`src/heat_regs_pkg.sv`:
```
package heat_regs_pkg;
  // Register space selector
  localparam logic SPACE_INPUT = 1'b0;
  localparam logic SPACE_HOLD = 1'b1;
  // Input register offsets
  localparam logic [15:0] IR_MEAS_TEMP = 16'h0001;
  localparam logic [15:0] IR_DUTY = 16'h0002;
  localparam logic [15:0] IR_ACT_SP = 16'h0003;
  localparam logic [15:0] IR_SRC_STAT = 16'h000A;
  localparam logic [15:0] IR_ROLE_STAT = 16'h000B;
  localparam logic [15:0] IR_DAYNIGHT = 16'h000C;
  localparam logic [15:0] IR_REMOTE_OFF = 16'h000D;
  localparam logic [15:0] IR_LINK_FAULT = 16'h000E;
  // Holding register offsets
  localparam logic [15:0] HR_STATION = 16'h0001;
  localparam logic [15:0] HR_BIT_RATE = 16'h0002;
  localparam logic [15:0] HR_PARITY = 16'h0003;
  localparam logic [15:0] HR_DEV_TYPE = 16'h0004;
  localparam logic [15:0] HR_HW_REV = 16'h0005;
  localparam logic [15:0] HR_FW_REV = 16'h0006;
  localparam logic [15:0] HR_BUS_CTRL = 16'h0007;
  localparam logic [15:0] HR_OVR_EN = 16'h0008;
  localparam logic [15:0] HR_DAY_SP = 16'h000B;
  localparam logic [15:0] HR_NIGHT_SP = 16'h000C;
  localparam logic [15:0] HR_ROLE_SEL = 16'h000D;
  localparam logic [15:0] HR_SRC_SEL = 16'h000E;
  localparam logic [15:0] HR_PWM_PERIOD = 16'h000F;
  localparam logic [15:0] HR_CAL_LOW = 16'h0010;
  localparam logic [15:0] HR_CAL_HIGH = 16'h0011;
  localparam logic [15:0] HR_RO_EN = 16'h0012;
  localparam logic [15:0] HR_OVR_PCT = 16'h0015;
  // Reset values
  localparam logic [15:0] RST_STATION = 16'h0001;
  localparam logic [15:0] RST_BIT_RATE = 16'h0002;
  localparam logic [15:0] RST_PARITY = 16'h0001;
  localparam logic [15:0] RST_BUS_CTRL = 16'h0000;
  localparam logic [15:0] RST_OVR_EN = 16'h0000;
  localparam logic [15:0] RST_DAY_SP = 16'h00FA;
  localparam logic [15:0] RST_NIGHT_SP = 16'h00B4;
  localparam logic [15:0] RST_ROLE_SEL = 16'h0001;
  localparam logic [15:0] RST_SRC_SEL = 16'h0001;
  localparam logic [15:0] RST_PWM_PERIOD = 16'h001E;
  localparam logic [15:0] RST_CAL_LOW = 16'h00D2;
  localparam logic [15:0] RST_CAL_HIGH = 16'h01EA;
  localparam logic [15:0] RST_RO_EN = 16'h0001;
  localparam logic [15:0] RST_OVR_PCT = 16'h0000;
  // Legal value ranges
  localparam logic [15:0] STATION_MAX = 16'h00F7;
  localparam logic [15:0] RATE_MAX = 16'h0004;
  localparam logic [15:0] PARITY_MAX = 16'h0002;
  localparam logic [15:0] PCT_MAX = 16'h0064;
  localparam logic [15:0] SP_MIN = 16'h0032;
  localparam logic [15:0] SP_MAX = 16'h012C;
  localparam logic [15:0] PWM_MAX = 16'h003C;
  localparam logic [15:0] CAL_MAX = 16'h03FF;
  localparam logic [15:0] CAL_TRIGGER = 16'h0001;
  // Bit rates and clock
  localparam int CLK_HZ = 100000000;
  localparam int BAUD_1 = 9600;
  localparam int BAUD_2 = 19200;
  localparam int BAUD_3 = 38400;
  localparam int BAUD_4 = 57600;
  localparam logic [15:0] BIT_CYC_1 = 16'(CLK_HZ / BAUD_1);
  localparam logic [15:0] BIT_CYC_2 = 16'(CLK_HZ / BAUD_2);
  localparam logic [15:0] BIT_CYC_3 = 16'(CLK_HZ / BAUD_3);
  localparam logic [15:0] BIT_CYC_4 = 16'(CLK_HZ / BAUD_4);
  // Synchronised pin indices
  localparam int PIN_NIGHT = 0;
  localparam int PIN_CONTACT = 1;
  localparam int PIN_ROLE = 2;
  localparam int PIN_SRC = 3;
  localparam logic [3:0] RST_PINS = 4'h3;
endpackage

```
`src/heating_ctrl_modbus_regs.sv`:
```
`timescale 1ns/10ps
module heating_ctrl_modbus_regs
  import heat_regs_pkg::*;
#(
  parameter logic [15:0] DEVICE_TYPE = 16'h0A5A, // Arbitrary value
  parameter logic [15:0] HW_REVISION = 16'h0203, // Arbitrary value
  parameter logic [15:0] FW_REVISION = 16'h0305 // Arbitrary value
) (
  // Clock and reset
  input wire logic sys_clk_i,
  input wire logic rst_n_i,
  // Register access port from the serial slave
  input wire logic req_i,
  input wire logic space_i,
  input wire logic we_i,
  input wire logic [15:0] addr_i,
  input wire logic [15:0] wdata_i,
  output logic ack_o,
  output logic [15:0] rdata_o,
  // Values from the control side, same clock
  input wire logic [15:0] meas_temp_i,
  input wire logic [15:0] loop_duty_i,
  input wire logic [15:0] analog_in_pct_i,
  input wire logic [15:0] ext_setpoint_i,
  input wire logic [15:0] trim_setpoint_i,
  input wire logic board_link_fault_i,
  input wire logic cal_low_done_i,
  input wire logic [15:0] cal_low_value_i,
  input wire logic cal_high_done_i,
  input wire logic [15:0] cal_high_value_i,
  // Pins from outside the clock domain
  input wire logic night_switch_i,
  input wire logic remote_off_contact_input_i,
  input wire logic role_jumper_i,
  input wire logic source_jumper_i,
  // Link settings to the serial framer
  output logic [7:0] station_addr_o,
  output logic [2:0] bit_rate_code_o,
  output logic [15:0] bit_cycles_o,
  output logic [1:0] parity_o,
  // Control outputs
  output logic bus_mode_o,
  output logic leader_o,
  output logic internal_setpoint_source_o,
  output logic standby_o,
  output logic [15:0] active_setpoint_o,
  output logic [6:0] duty_o,
  output logic [5:0] pwm_period_s_o,
  output logic cal_low_start_o,
  output logic cal_high_start_o,
  output logic [9:0] cal_low_o,
  output logic [9:0] cal_high_o
);

  typedef struct packed {
    logic [3:0] pin_s1;
    logic [3:0] pin_s2;
    logic [3:0] pin_s3;
    logic [3:0] pin_flt;
    logic [15:0] station;
    logic [15:0] bit_rate;
    logic [15:0] parity;
    logic [15:0] bus_ctrl;
    logic [15:0] ovr_en;
    logic [15:0] day_sp;
    logic [15:0] night_sp;
    logic [15:0] role_sel;
    logic [15:0] src_sel;
    logic [15:0] pwm_period;
    logic [15:0] cal_low;
    logic [15:0] cal_high;
    logic [15:0] ro_en;
    logic [15:0] ovr_pct;
    logic [15:0] bit_cycles;
    logic leader;
    logic int_src;
    logic standby;
    logic fault;
    logic [15:0] act_sp;
    logic [15:0] duty;
    logic cal_low_go;
    logic cal_high_go;
    logic ack;
    logic [15:0] rdata;
  } state_t;

  state_t state_reg;
  state_t state_next;

  // Cycles per serial bit for a bit-rate code
  function automatic logic [15:0] bit_cycles_of(input logic [15:0] code);
    case (code)
      16'h0001: bit_cycles_of = BIT_CYC_1;
      16'h0003: bit_cycles_of = BIT_CYC_3;
      16'h0004: bit_cycles_of = BIT_CYC_4;
      default: bit_cycles_of = BIT_CYC_2;
    endcase
  endfunction

  // True when a value lies in an inclusive range
  function automatic logic in_range(input logic [15:0] v, input logic [15:0] lo,
                                    input logic [15:0] hi);
    in_range = (v >= lo) && (v <= hi);
  endfunction

  logic hold_wr;
  logic ovr_active;

  // Writes only land in the holding space
  assign hold_wr = req_i && we_i && (space_i == SPACE_HOLD);
  assign ovr_active = state_reg.bus_ctrl[0] && state_reg.ovr_en[0];

  // Next state: synchronisers, register writes, derived status, read mux
  always_comb begin
    state_next = state_reg;
    state_next.cal_low_go = 1'b0;
    state_next.cal_high_go = 1'b0;
    state_next.ack = req_i;
    state_next.rdata = 16'h0000;

    // Pin filter: a change counts once stages two and three agree
    state_next.pin_s1 = {source_jumper_i, role_jumper_i, remote_off_contact_input_i,
                         night_switch_i};
    state_next.pin_s2 = state_reg.pin_s1;
    state_next.pin_s3 = state_reg.pin_s2;
    for (int i = 0; i < 4; i++) begin
      if (state_reg.pin_s2[i] == state_reg.pin_s3[i]) begin
        state_next.pin_flt[i] = state_reg.pin_s3[i];
      end
    end

    // Holding register writes; out-of-range values are dropped
    if (hold_wr) begin
      case (addr_i)
        HR_STATION: begin
          if (in_range(wdata_i, 16'h0001, STATION_MAX)) begin
            state_next.station = wdata_i;
          end
        end
        HR_BIT_RATE: begin
          if (in_range(wdata_i, 16'h0001, RATE_MAX)) begin
            state_next.bit_rate = wdata_i;
          end
        end
        HR_PARITY: begin
          if (wdata_i <= PARITY_MAX) begin
            state_next.parity = wdata_i;
          end
        end
        HR_BUS_CTRL: begin
          if (wdata_i <= 16'h0001) begin
            state_next.bus_ctrl = wdata_i;
          end
        end
        HR_OVR_EN: begin
          if (wdata_i <= 16'h0001) begin
            state_next.ovr_en = wdata_i;
          end
        end
        HR_DAY_SP: begin
          if (in_range(wdata_i, SP_MIN, SP_MAX)) begin
            state_next.day_sp = wdata_i;
          end
        end
        HR_NIGHT_SP: begin
          if (in_range(wdata_i, SP_MIN, SP_MAX)) begin
            state_next.night_sp = wdata_i;
          end
        end
        HR_ROLE_SEL: begin
          if (wdata_i <= 16'h0001) begin
            state_next.role_sel = wdata_i;
          end
        end
        HR_SRC_SEL: begin
          if (wdata_i <= 16'h0001) begin
            state_next.src_sel = wdata_i;
          end
        end
        HR_PWM_PERIOD: begin
          if (in_range(wdata_i, 16'h0001, PWM_MAX)) begin
            state_next.pwm_period = wdata_i;
          end
        end
        HR_CAL_LOW: begin
          if (wdata_i == CAL_TRIGGER) begin
            state_next.cal_low_go = 1'b1;
          end else if (wdata_i <= CAL_MAX) begin
            state_next.cal_low = wdata_i;
          end
        end
        HR_CAL_HIGH: begin
          if (wdata_i == CAL_TRIGGER) begin
            state_next.cal_high_go = 1'b1;
          end else if (wdata_i <= CAL_MAX) begin
            state_next.cal_high = wdata_i;
          end
        end
        HR_RO_EN: begin
          if (wdata_i <= 16'h0001) begin
            state_next.ro_en = wdata_i;
          end
        end
        HR_OVR_PCT: begin
          if (wdata_i <= PCT_MAX) begin
            state_next.ovr_pct = wdata_i;
          end
        end
        default: begin
          state_next.station = state_reg.station;
        end
      endcase
    end

    // Calibration results land whenever done is raised with a value up to CAL_MAX, triggered or not
    if (cal_low_done_i && (cal_low_value_i <= CAL_MAX)) begin
      state_next.cal_low = cal_low_value_i;
    end
    if (cal_high_done_i && (cal_high_value_i <= CAL_MAX)) begin
      state_next.cal_high = cal_high_value_i;
    end

    // Effective modes: bus registers in bus mode, jumpers otherwise
    state_next.bit_cycles = bit_cycles_of(state_reg.bit_rate);
    if (state_reg.bus_ctrl[0]) begin
      state_next.leader = state_reg.role_sel[0];
      state_next.int_src = state_reg.src_sel[0];
    end else begin
      state_next.leader = state_reg.pin_flt[PIN_ROLE];
      state_next.int_src = state_reg.pin_flt[PIN_SRC];
    end
    // Open contact with the function enabled means standby
    state_next.standby = state_reg.ro_en[0] && !state_reg.pin_flt[PIN_CONTACT];
    state_next.fault = board_link_fault_i;

    // Active setpoint selection
    if (!state_reg.int_src) begin
      state_next.act_sp = ext_setpoint_i;
    end else if (!state_reg.bus_ctrl[0]) begin
      state_next.act_sp = trim_setpoint_i;
    end else if (state_reg.pin_flt[PIN_NIGHT]) begin
      state_next.act_sp = state_reg.night_sp;
    end else begin
      state_next.act_sp = state_reg.day_sp;
    end

    // Output duty: standby, override, follower, leader, clamped to 100
    if (state_reg.standby) begin
      state_next.duty = 16'h0000;
    end else if (ovr_active) begin
      state_next.duty = state_reg.ovr_pct;
    end else if (!state_reg.leader) begin
      state_next.duty = (analog_in_pct_i > PCT_MAX) ? PCT_MAX : analog_in_pct_i;
    end else begin
      state_next.duty = (loop_duty_i > PCT_MAX) ? PCT_MAX : loop_duty_i;
    end

    // Read data, zero for reserved or unmapped addresses
    if (req_i && !we_i) begin
      if (space_i == SPACE_INPUT) begin
        case (addr_i)
          IR_MEAS_TEMP: state_next.rdata = meas_temp_i;
          IR_DUTY: state_next.rdata = state_reg.duty;
          IR_ACT_SP: state_next.rdata = state_reg.act_sp;
          IR_SRC_STAT: state_next.rdata = {15'h0000, state_reg.int_src};
          IR_ROLE_STAT: state_next.rdata = {15'h0000, state_reg.leader};
          IR_DAYNIGHT: state_next.rdata = {15'h0000, state_reg.pin_flt[PIN_NIGHT]};
          IR_REMOTE_OFF: state_next.rdata = {15'h0000, state_reg.standby};
          IR_LINK_FAULT: state_next.rdata = {15'h0000, state_reg.fault};
          default: state_next.rdata = 16'h0000;
        endcase
      end else begin
        case (addr_i)
          HR_STATION: state_next.rdata = state_reg.station;
          HR_BIT_RATE: state_next.rdata = state_reg.bit_rate;
          HR_PARITY: state_next.rdata = state_reg.parity;
          HR_DEV_TYPE: state_next.rdata = DEVICE_TYPE;
          HR_HW_REV: state_next.rdata = HW_REVISION;
          HR_FW_REV: state_next.rdata = FW_REVISION;
          HR_BUS_CTRL: state_next.rdata = state_reg.bus_ctrl;
          HR_OVR_EN: state_next.rdata = state_reg.ovr_en;
          HR_DAY_SP: state_next.rdata = state_reg.day_sp;
          HR_NIGHT_SP: state_next.rdata = state_reg.night_sp;
          HR_ROLE_SEL: state_next.rdata = state_reg.role_sel;
          HR_SRC_SEL: state_next.rdata = state_reg.src_sel;
          HR_PWM_PERIOD: state_next.rdata = state_reg.pwm_period;
          HR_CAL_LOW: state_next.rdata = state_reg.cal_low;
          HR_CAL_HIGH: state_next.rdata = state_reg.cal_high;
          HR_RO_EN: state_next.rdata = state_reg.ro_en;
          HR_OVR_PCT: state_next.rdata = state_reg.ovr_pct;
          default: state_next.rdata = 16'h0000;
        endcase
      end
    end
  end

  // State register with synchronous reset
  always_ff @(posedge sys_clk_i) begin
    if (!rst_n_i) begin
      state_reg <= '0;
      state_reg.pin_s1 <= RST_PINS;
      state_reg.pin_s2 <= RST_PINS;
      state_reg.pin_s3 <= RST_PINS;
      state_reg.pin_flt <= RST_PINS;
      state_reg.station <= RST_STATION;
      state_reg.bit_rate <= RST_BIT_RATE;
      state_reg.parity <= RST_PARITY;
      state_reg.bus_ctrl <= RST_BUS_CTRL;
      state_reg.ovr_en <= RST_OVR_EN;
      state_reg.day_sp <= RST_DAY_SP;
      state_reg.night_sp <= RST_NIGHT_SP;
      state_reg.role_sel <= RST_ROLE_SEL;
      state_reg.src_sel <= RST_SRC_SEL;
      state_reg.pwm_period <= RST_PWM_PERIOD;
      state_reg.cal_low <= RST_CAL_LOW;
      state_reg.cal_high <= RST_CAL_HIGH;
      state_reg.ro_en <= RST_RO_EN;
      state_reg.ovr_pct <= RST_OVR_PCT;
      state_reg.bit_cycles <= BIT_CYC_2;
      state_reg.leader <= 1'b1;
      state_reg.int_src <= 1'b1;
    end else begin
      state_reg <= state_next;
    end
  end

  // Outputs straight from the state register
  assign ack_o = state_reg.ack;
  assign rdata_o = state_reg.rdata;
  assign station_addr_o = state_reg.station[7:0];
  assign bit_rate_code_o = state_reg.bit_rate[2:0];
  assign bit_cycles_o = state_reg.bit_cycles;
  assign parity_o = state_reg.parity[1:0];
  assign bus_mode_o = state_reg.bus_ctrl[0];
  assign leader_o = state_reg.leader;
  assign internal_setpoint_source_o = state_reg.int_src;
  assign standby_o = state_reg.standby;
  assign active_setpoint_o = state_reg.act_sp;
  assign duty_o = state_reg.duty[6:0];
  assign pwm_period_s_o = state_reg.pwm_period[5:0];
  assign cal_low_start_o = state_reg.cal_low_go;
  assign cal_high_start_o = state_reg.cal_high_go;
  assign cal_low_o = state_reg.cal_low[9:0];
  assign cal_high_o = state_reg.cal_high[9:0];

  // Checks
  a_duty_in_range: assert property (@(posedge sys_clk_i) disable iff (!rst_n_i)
    state_reg.duty <= PCT_MAX) else $error("duty above 100");

  a_override_drives_duty: assert property (@(posedge sys_clk_i) disable iff (!rst_n_i)
    (ovr_active && !state_reg.standby) |=> (state_reg.duty == $past(state_reg.ovr_pct)))
    else $error("override value not driven");

  a_standby_zero_duty: assert property (@(posedge sys_clk_i) disable iff (!rst_n_i)
    state_reg.standby |=> (duty_o == 7'h00)) else $error("duty nonzero in standby");

  a_rate_write_lands: assert property (@(posedge sys_clk_i) disable iff (!rst_n_i)
    (hold_wr && addr_i == HR_BIT_RATE && wdata_i == 16'h0004)
    |=> ##1 (bit_cycles_o == BIT_CYC_4)) else $error("bit rate not applied");

  a_type_read_const: assert property (@(posedge sys_clk_i) disable iff (!rst_n_i)
    (req_i && !we_i && space_i == SPACE_HOLD && addr_i == HR_DEV_TYPE)
    |=> (ack_o && rdata_o == DEVICE_TYPE)) else $error("device type changed");

  a_reserved_reads_zero: assert property (@(posedge sys_clk_i) disable iff (!rst_n_i)
    (req_i && !we_i && space_i == SPACE_INPUT && addr_i == 16'h0005)
    |=> (rdata_o == 16'h0000)) else $error("reserved read nonzero");

  a_cal_trigger_pulse: assert property (@(posedge sys_clk_i) disable iff (!rst_n_i)
    (hold_wr && addr_i == HR_CAL_LOW && wdata_i == CAL_TRIGGER && !cal_low_done_i)
    |=> (cal_low_start_o && $stable(state_reg.cal_low)) ##1 !cal_low_start_o)
    else $error("calibration trigger wrong");

  a_standalone_uses_pins: assert property (@(posedge sys_clk_i) disable iff (!rst_n_i)
    !state_reg.bus_ctrl[0] |=> (leader_o == $past(state_reg.pin_flt[PIN_ROLE])))
    else $error("standalone role not from jumper");

  a_setpoint_range: assert property (@(posedge sys_clk_i) disable iff (!rst_n_i)
    in_range(state_reg.day_sp, SP_MIN, SP_MAX) && in_range(state_reg.night_sp, SP_MIN, SP_MAX))
    else $error("setpoint out of range");

  a_fault_follows: assert property (@(posedge sys_clk_i) disable iff (!rst_n_i)
    board_link_fault_i |=> state_reg.fault) else $error("link fault not flagged");

endmodule

```
`config.mk`:
```
export PLATFORM = sky130hd
export DESIGN_NAME = heating_ctrl_modbus_regs
export DESIGN_NICKNAME = d
export VERILOG_FILES = /design/src/heat_regs_pkg.sv /design/src/heating_ctrl_modbus_regs.sv
export SDC_FILE = /design/constraint.sdc
export NUM_CORES = 1
export LEC_CHECK = 0
export ABC_AREA = 1
export ABC_CLOCK_PERIOD_IN_PS = 5400
export BUFFER_PORTS_ARGS = -buffer_cell sky130_fd_sc_hd__buf_2
export CORE_ASPECT_RATIO = 0.75
export CORE_UTILIZATION = 60
export CTS_CLUSTER_SIZE = 8
export DETAILED_ROUTE_END_ITERATION = 10
export PLACE_DENSITY_LB_ADDON = 0.2
export SLEW_MARGIN = 30
export SYNTH_ARGS = -nofsm -noshare
export SYNTH_HDL_FRONTEND = slang
export SYNTH_SLANG_ARGS = --single-unit
```
`constraint.sdc`:
```
create_clock -name sys_clk_i -period 5.4 [get_ports sys_clk_i]
set_clock_uncertainty 0.1 [all_clocks]
set_input_delay 0.81 -clock sys_clk_i [delete_from_list [all_inputs] [get_ports sys_clk_i]]
set_output_delay 0.81 -clock sys_clk_i [all_outputs]
set_load 0.01 [all_outputs]
```
==> results of run 1 <==
-- logic make-up (layout without fill, tap and decap cells) --
kind of cell,count (synthesis),in the layout,share of synthesized area
simple gates,1017,1017,0.331
buf+inv,400,528,0.139
flops,304,304,0.436
compound gates,230,230,0.0935
other cells,1,5,0.000269
-- synthesized netlist by cell type --
library cell  count
nor4_2            2
and3_1           51
clkinv_2          1
nor2_2           11
nand2_2           5
nand4_1          50
nor2_1          226
conb_1            1
o21ai_1           5
buf_1             7
nand4_2           2
o211ai_2          4
nor2_4            5
nand3_2           6
nor4_1            6
clkinv_1          4
clkbuf_1         43
buf_2            25
o221ai_1         10
nor3_4            1
nor3_1           49
nand3_1         188
o31ai_1           4
a21oi_1          65
dfxtp_1         304
o21ai_0         103
nor3_2            2
buf_4           103
or2_2             8
o211ai_1         19
buf_6             2
inv_2            23
nand3_4           3
clkbuf_2          1
a31oi_1          19
nand2_1         402
inv_1           191
a21oi_2           1
-- power groups by stage --
stage	sequential, mW	clock, mW	combinational, mW
floorplan	2.31	0	0.121
global placement	2.32	0	0.210
detailed placement	2.32	0	0.213
CTS	2.27	2.38	0.215
global route	2.27	2.47	0.238
finish	2.27	2.37	0.221
-- per-layer routing --
layer | part of all wire | vias up | global-route usage
li1 | - | 6483 | -
met4 | 0.034 | 0 | 0.133
met3 | 0.13 | 150 | 0.115
met2 | 0.42 | 879 | 0.594
met1 | 0.41 | 6481 | 0.568
met5 | 0 | - | 0
-- path summary, 6_finish.rpt --
kind              slack, ns  depth (start not counted)                    to             from
setup / recovery       2.39                          8        state_reg[261]        addr_i[7]
setup reg to reg       3.45                          4  active_setpoint_o[4]       bus_mode_o
hold reg to reg        0.31                          1       state_next[300]  state_next[304]
hold / removal         0.31                          1       state_next[300]  state_next[304]
-- cell type report --
cell class	instances	area, um2
timing repair buffer	263	1370
clock buffer	44	1100
multi-input combinational	1252	5950
clock inverter	2	25.0
sequential	304	6090
inverter	219	825
fill	1968	6690
tap	294	368
-- through the flow --
stage	worst slack, ns	utilization	area (um2)
after floorplan	3.06	-	14000
after global placement	1.61	0.650	14600
after detailed placement	1.52	0.651	14600
after CTS	2.04	0.701	15700
after global routing	2.27	0.702	15700
final	2.39	0.702	15700
==> results by group, run 1 <==
Status
  • Status: finished clean

Critical path
  • CP Data Arrival Time: 3.32 ns
  • CP max stage delay: 0.54 ns
  • CP endpoint kind: flop
  • Combined buffer and inverter count along the critical path: 3
  • CP Class: in -> reg
  • Critical path peak fanout: 33
  • Delay-heaviest family, CP: simple AND/OR/NAND/NOR gates
  • Crit-path slowest cell: nand3_1
  • CP Launch Type: primary input
  • Crit path required time: 5.71 ns
  • CP Cell Sequence: buf_2 > nor2_1 > nand2_2 > inv_2 > nand3_2 > inv_2 > nand3_1 > and3_1
  • Most common cell on crit path: inv_2

Timing
  • Final period util: 0.557
  • Worst Tran Pin Value: 0.921 ns
  • Fmax: 332 MHz
  • Final setup fails: 0
  • RSZ-0062 raised after global routing: false
  • Hold slack final: 0.310 ns
  • Minimum clock period after layout: 3.01 ns
  • Relative slew margins: 0.381
  • Slew Viols, Final: 0
  • Hold Vio Cnt, Final: 0
  • Fin Setup TNS: 0 ns

Layout
  • Antenna Diode Count: 0
  • Final #Nets: 2239
  • Layout cells sized above 1: 0.185
  • Most frequent cells in the layout: 402 x nand2_1, 304 x dfxtp_1, 250 x buf_2, 226 x nor2_1, 190 x inv_1
  • Layout Cells excl Fill: 2378
  • Commonest non-fill, non-tap cell in the layout: nand2_1
  • Area grow syn2layout: 12.7%
  • Max reg flops: 202

Clock network
  • CTS tree: yes
  • Root buf cell: clkbuf_16
  • Clk sinks: 304
  • Clk_lat worst skew: 0.54 ns
  • # hold bufs at CTS: 0
  • Num CTS Buffers: 43
  • Post-CTS Setup Repair Bufs: 0
  • H-tree Lvls: 2
  • Clk slew on worst S/H paths: 0.05 ns
  • Maximum clock insertion buffer count: 3
  • Post-CTS Resized: 0

Yosys
  • Dominant cell type by area after synthesis: dfxtp_1
  • Mapped cell area: 0.0139 mm2
  • Gate Count Post-Synth: 1952
  • Mapped Avg Cell Area: 7.15 um2
  • Share of the synthesized area in the top cell type: 0.436
  • Seq/Total Area, Yosys: 0.436
  • Main area contributors after synthesis: dfxtp_1 44%, nand2_1 11%, nand3_1 6.7%, nor2_1 6.1%, buf_4 5.5%
  • #FFs+latches synth: 304
  • Synth Warn #: 0
  • Unique masters post-synth: 38

Drt
  • DRC: 0
  • Via count: 14000
  • WL/cell: 20.4 um
  • Final WL: 48400 um
  • First DRT Iteration DRCs: 2069
  • DRT Pass-1 Iters: 6
  • Antenna-violating nets left: 0
  • Vias per inst: 5.88

Run
  • Max_cap viols: 0

GRT
  • Largest net degree at the start of global routing: 84
  • Vias in the first global route: 12900
  • Tot GR Track Use: 0.405
  • Grt total ovfl: 0
  • Antenna violations before repair: 0
  • First-pass GRT wire length: 73200 um

Die
  • Die Width: 178 um
  • Initial Util: 0.623
  • I/O Pins: 257
  • DIE AREA: 0.0239 mm2
  • # rows: 47
  • Core Region: 0.0224 mm2
  • Die Ht: 134 um

Power and ir drop
  • Combinational Power Share: 0.045
  • Switching share of total power: 0.227
  • Pwr Total: 4.87 mW
  • Seq pwr share: 0.467
  • Pleak: 7.69 nW
  • Int Pwr: 3.76 mW
  • Pwr Density: 310 mW/mm2
  • Clk pwr share: 0.488
  • Worst VDD drop: 0.255 mV
  • Net Sw Power: 1.11 mW

Placement
  • Port bufs: 251
  • Final Wtd Congestion: 1.02
  • Placed Cells: 2331
  • Post-DP HPWL: 35500 um

Hold path
  • Hold Path Class: reg -> reg
Note: power is estimated with default switching activity, not from simulation.
==> run 2, diff against run 1 <==
Settings changed: ABC_AREA 1 to 0, ABC_CLOCK_PERIOD_IN_PS 5400 to 3100, CORE_UTILIZATION 60 to 55.
Clock period 5.4 ns to 3.1 ns, I/O delays scaled along.
==> run 2 against run 1 <==
Combinational power rose by 110%. Sequential cell count stayed put. Routed wire length is 6.0% lower. Largest power group unchanged. Non-clock buffer count rose by 88. First-iteration DRC count decreased by 23%. Final area increased by 0.30%. Critical endpoint is now rdata_o[7]. Clock-buffer cell count is the same. Critical path depth up 3. Register-to-register slack worse by 2.6 ns. Global-route usage down 4.2 points. Utilization fell by 2.7 points. Area after synthesis down 4.8%.
==> results by group, run 2 <==
GRT
  • Antenna violations before repair: 2 (was 0)
  • Grt total ovfl: 0 (unchanged)
  • Vias in the first global route: 11200 (was 12900)
  • Met3 Resource Use GR: 0.0814 (was 0.115)
  • Met2 Usage GRT: 0.564 (was 0.594)
  • First-pass GRT wire length: 67400 um (was 73200 um)
  • Grt peak-use layer: met2 (unchanged)
  • Tot GR Track Use: 0.363 (was 0.405)
  • Largest net degree at the start of global routing: 76 (was 84)
  • GRT met1 Usage: 0.493 (was 0.568)

Power and ir drop
  • Combinational Power Share: 0.056 (was 0.045)
  • Seq pwr share: 0.465 (was 0.467)
  • Pwr Density: 540 mW/mm2 (was 310 mW/mm2)
  • Worst VDD drop: 0.362 mV (was 0.255 mV)
  • Pleak: 7.17 nW (was 7.69 nW)
  • Switching share of total power: 0.223 (was 0.227)
  • Net Sw Power: 1.90 mW (was 1.11 mW)
  • Clk pwr share: 0.479 (was 0.488)
  • Int Pwr: 6.62 mW (was 3.76 mW)

Critical path
  • Critical path peak fanout: 19 (was 33)
  • CP Data Arrival Time: 2.97 ns (was 3.32 ns)
  • CP Class: in -> reg (unchanged)
  • CP Launch Type: primary input (unchanged)
  • CP endpoint kind: flop (unchanged)
  • CP startpoint: addr_i[13] (was addr_i[7])
  • Crit path required time: 3.45 ns (was 5.71 ns)
  • Critical R2R Launch: state_reg[274] (was bus_mode_o)

Placement
  • Post-DP HPWL: 33300 um (was 35500 um)
  • Final Wtd Congestion: 1.01 (was 1.02)
  • Placed Cells: 1853 (was 2331)
  • Port bufs: 251 (unchanged)

Timing
  • Hold Vio Cnt, Final: 0 (unchanged)
  • RSZ-0062 raised after global routing: false (unchanged)
  • Hold slack final: 0.0255 ns (was 0.310 ns)
  • Final setup fails: 0 (unchanged)
  • Relative slew margins: 0.318 (was 0.381)
  • Fmax: 381 MHz
  • Slew Viols, Final: 0 (unchanged)
  • Worst Tran Pin Value: 1.02 ns (was 0.921 ns)
  • Final period util: 0.846
  • Minimum clock period after layout: 2.62 ns

Clock network
  • H-tree Lvls: 2 (unchanged)
  • Root buf cell: clkbuf_16 (unchanged)
  • Clk sinks: 304 (unchanged)
  • Num CTS Buffers: 43 (unchanged)
  • Maximum clock insertion buffer count: 3 (unchanged)
  • # hold bufs at CTS: 0 (unchanged)
  • Clk slew on worst S/H paths: 0.05 ns (about the same)
  • Post-CTS Setup Repair Bufs: 0 (unchanged)
  • CTS tree: yes (unchanged)
  • Clk_lat worst skew: 0.53 ns (was 0.54 ns)
  • Post-CTS Resized: 0 (unchanged)

Die
  • # rows: 48 (was 47)
  • Initial Util: 0.568 (was 0.623)
  • Core Region: 0.0234 mm2 (was 0.0224 mm2)
  • Die Width: 181 um (was 178 um)
  • I/O Pins: 257 (unchanged)
  • Die Ht: 137 um (was 134 um)
  • DIE AREA: 0.0248 mm2 (was 0.0239 mm2)

Layout
  • Layout cells sized above 1: 0.272 (was 0.185)
  • Max reg flops: 202 (unchanged)
  • Commonest non-fill, non-tap cell in the layout: dfxtp_1 (was nand2_1)
  • Layout Cells excl Fill: 1899 (was 2378)
  • Most frequent cells in the layout: 303 x dfxtp_1, 250 x buf_2, 106 x mux2i_1, 101 x and2_1, 97 x buf_4 (was 402 x nand2_1, 304 x dfxtp_1, 250 x buf_2, 226 x nor2_1, 190 x inv_1)
  • Antenna Diode Count: 0 (unchanged)
  • Area grow syn2layout: 18.7% (was 12.7%)
  • Final #Nets: 1754 (was 2239)

Yosys
  • Gate Count Post-Synth: 1392 (was 1952)
  • Mapped Avg Cell Area: 9.54 um2 (was 7.15 um2)
  • #FFs+latches synth: 304 (unchanged)
  • Most frequent cell after synthesis: dfxtp_1 (was nand2_1)
  • Post-synth EDFFs: 0 (unchanged)
  • Synth Warn #: 0 (unchanged)
  • Ys async rst share: 0 (unchanged)
  • Share of the synthesized area in the top cell type: 0.458 (was 0.436)
  • Mapped cell area: 0.0133 mm2 (was 0.0139 mm2)
  • Unique masters post-synth: 65 (was 38)
  • Main area contributors after synthesis: dfxtp_1 46%, mux2i_1 8.0%, buf_4 5.3%, and2_1 4.8%, and3_1 3.8% (was dfxtp_1 44%, nand2_1 11%, nand3_1 6.7%, nor2_1 6.1%, buf_4 5.5%)
  • Most used flip-flop cell after synthesis: dfxtp_1 (unchanged)
  • Seq/Total Area, Yosys: 0.458 (was 0.436)
  • Dominant cell type by area after synthesis: dfxtp_1 (unchanged)
  • Most frequent cells after synthesis: 304 x dfxtp_1, 106 x mux2i_1, 101 x and2_1 (was 402 x nand2_1, 304 x dfxtp_1, 226 x nor2_1)

Drt
  • Via count: 11800 (was 14000)
  • Antenna-violating nets left: 0 (unchanged)
  • DRT Pass-1 Iters: 7 (was 6)
  • DRC: 0 (unchanged)
  • Vias per inst: 6.22 (was 5.88)
  • First DRT Iteration DRCs: 1594 (was 2069)
  • Final WL: 45500 um (was 48400 um)
  • WL/cell: 24.0 um (was 20.4 um)

Run
  • Max_cap viols: 0 (unchanged)

Status
  • Status: finished clean (unchanged)

Hold path
  • Hold Path Class: in -> reg (was reg -> reg)
  • HP Start: night_switch_i (was state_next[304])
-- run 2: cell types whose count changed in the layout (fill, tap and decap cells not counted), sizes merged, moves of 59 or more --
cell,delta
nand3,-179
o21ai,-79
nand2,-329
and2,+101
nor2,-175
inv,-199
mux2i,+106
nor2b,+59
buf,+89
-- run 2: per-stage QoR --
| stage | instance area, um2 | setup TNS (ns) | setup WS [ns] | total power [mW] | utilization |
|---|---|---|---|---|---|
| 4_1_cts | 15800 | 0 | 0.518 | 8.53 | 0.675 |
| 5_1_grt | 15800 | 0 | 0.369 | 8.75 | 0.675 |
| 3_3_place_gp | 14600 | 0 | 0.0123 | 4.49 | 0.627 |
| 6_report | 15800 | 0 | 0.478 | 8.51 | 0.675 |
| 2_1_floorplan | 13300 | 0 | 0.0757 | 4.27 | - |
| 3_5_place_dp | 14600 | -0.236 | -0.0292 | 4.50 | 0.627 |
-- run 2: power by group through the flow --
stage | Combinational, mW | Sequential [mW] | Clock, mW
final | 0.475 | 3.96 | 4.08
after global routing | 0.502 | 3.96 | 4.29
after CTS | 0.463 | 3.96 | 4.11
after detailed placement | 0.461 | 4.04 | 0
after global placement | 0.456 | 4.04 | 0
after floorplan | 0.244 | 4.03 | 0
-- run 2: cell type report --
| type | instances | area, um2 |
|---|---|---|
| clock inverter | 2 | 25.0 |
| inverter | 15 | 56.3 |
| timing repair buffer | 351 | 2060 |
| tap | 300 | 375 |
| fill | 1887 | 7600 |
| clock buffer | 44 | 1100 |
| multi-input combinational | 883 | 6060 |
| sequential | 304 | 6090 |
-- run 2: routing by layer --
layer  vias to the layer above  share of wire
li1                       5337              -
met3                       104           0.10
met5                         -              0
met1                      5681           0.42
met2                       682           0.45
met4                         0          0.030
-- run 2: logic make-up after synthesis --
kind of cell           after synthesis  share of synthesized area
flip-flops                         304                      0.458
buffers and inverters              209                     0.0885
other                                1                   0.000282
AO/OA/AOI/OAI                      233                      0.132
XOR/XNOR                             1                   0.000660
AND/OR/NAND/NOR                    520                      0.224
multiplexers                       124                     0.0969
-- run 2: critical path: stages --
cell and delay, ns:
buf_2 0.10, or4_4 0.55, buf_12 0.17, buf_4 0.17, nor4_2 0.53, buf_4 0.25, buf_4 0.25, a22o_1 0.16
a211o_1 0.10, a211oi_1 0.06, o22ai_1 0.14
-- run 2: path summary, 6_finish.rpt --
check / slack, ns / depth (start not counted) / to
max: 0.48 / 11 / rdata_o[7]
min reg2reg: 0.30 / 1 / state_next[299]
max reg2reg: 0.90 / 6 / bit_cycles_o[3]
min: 0.03 / 2 / state_next[303]
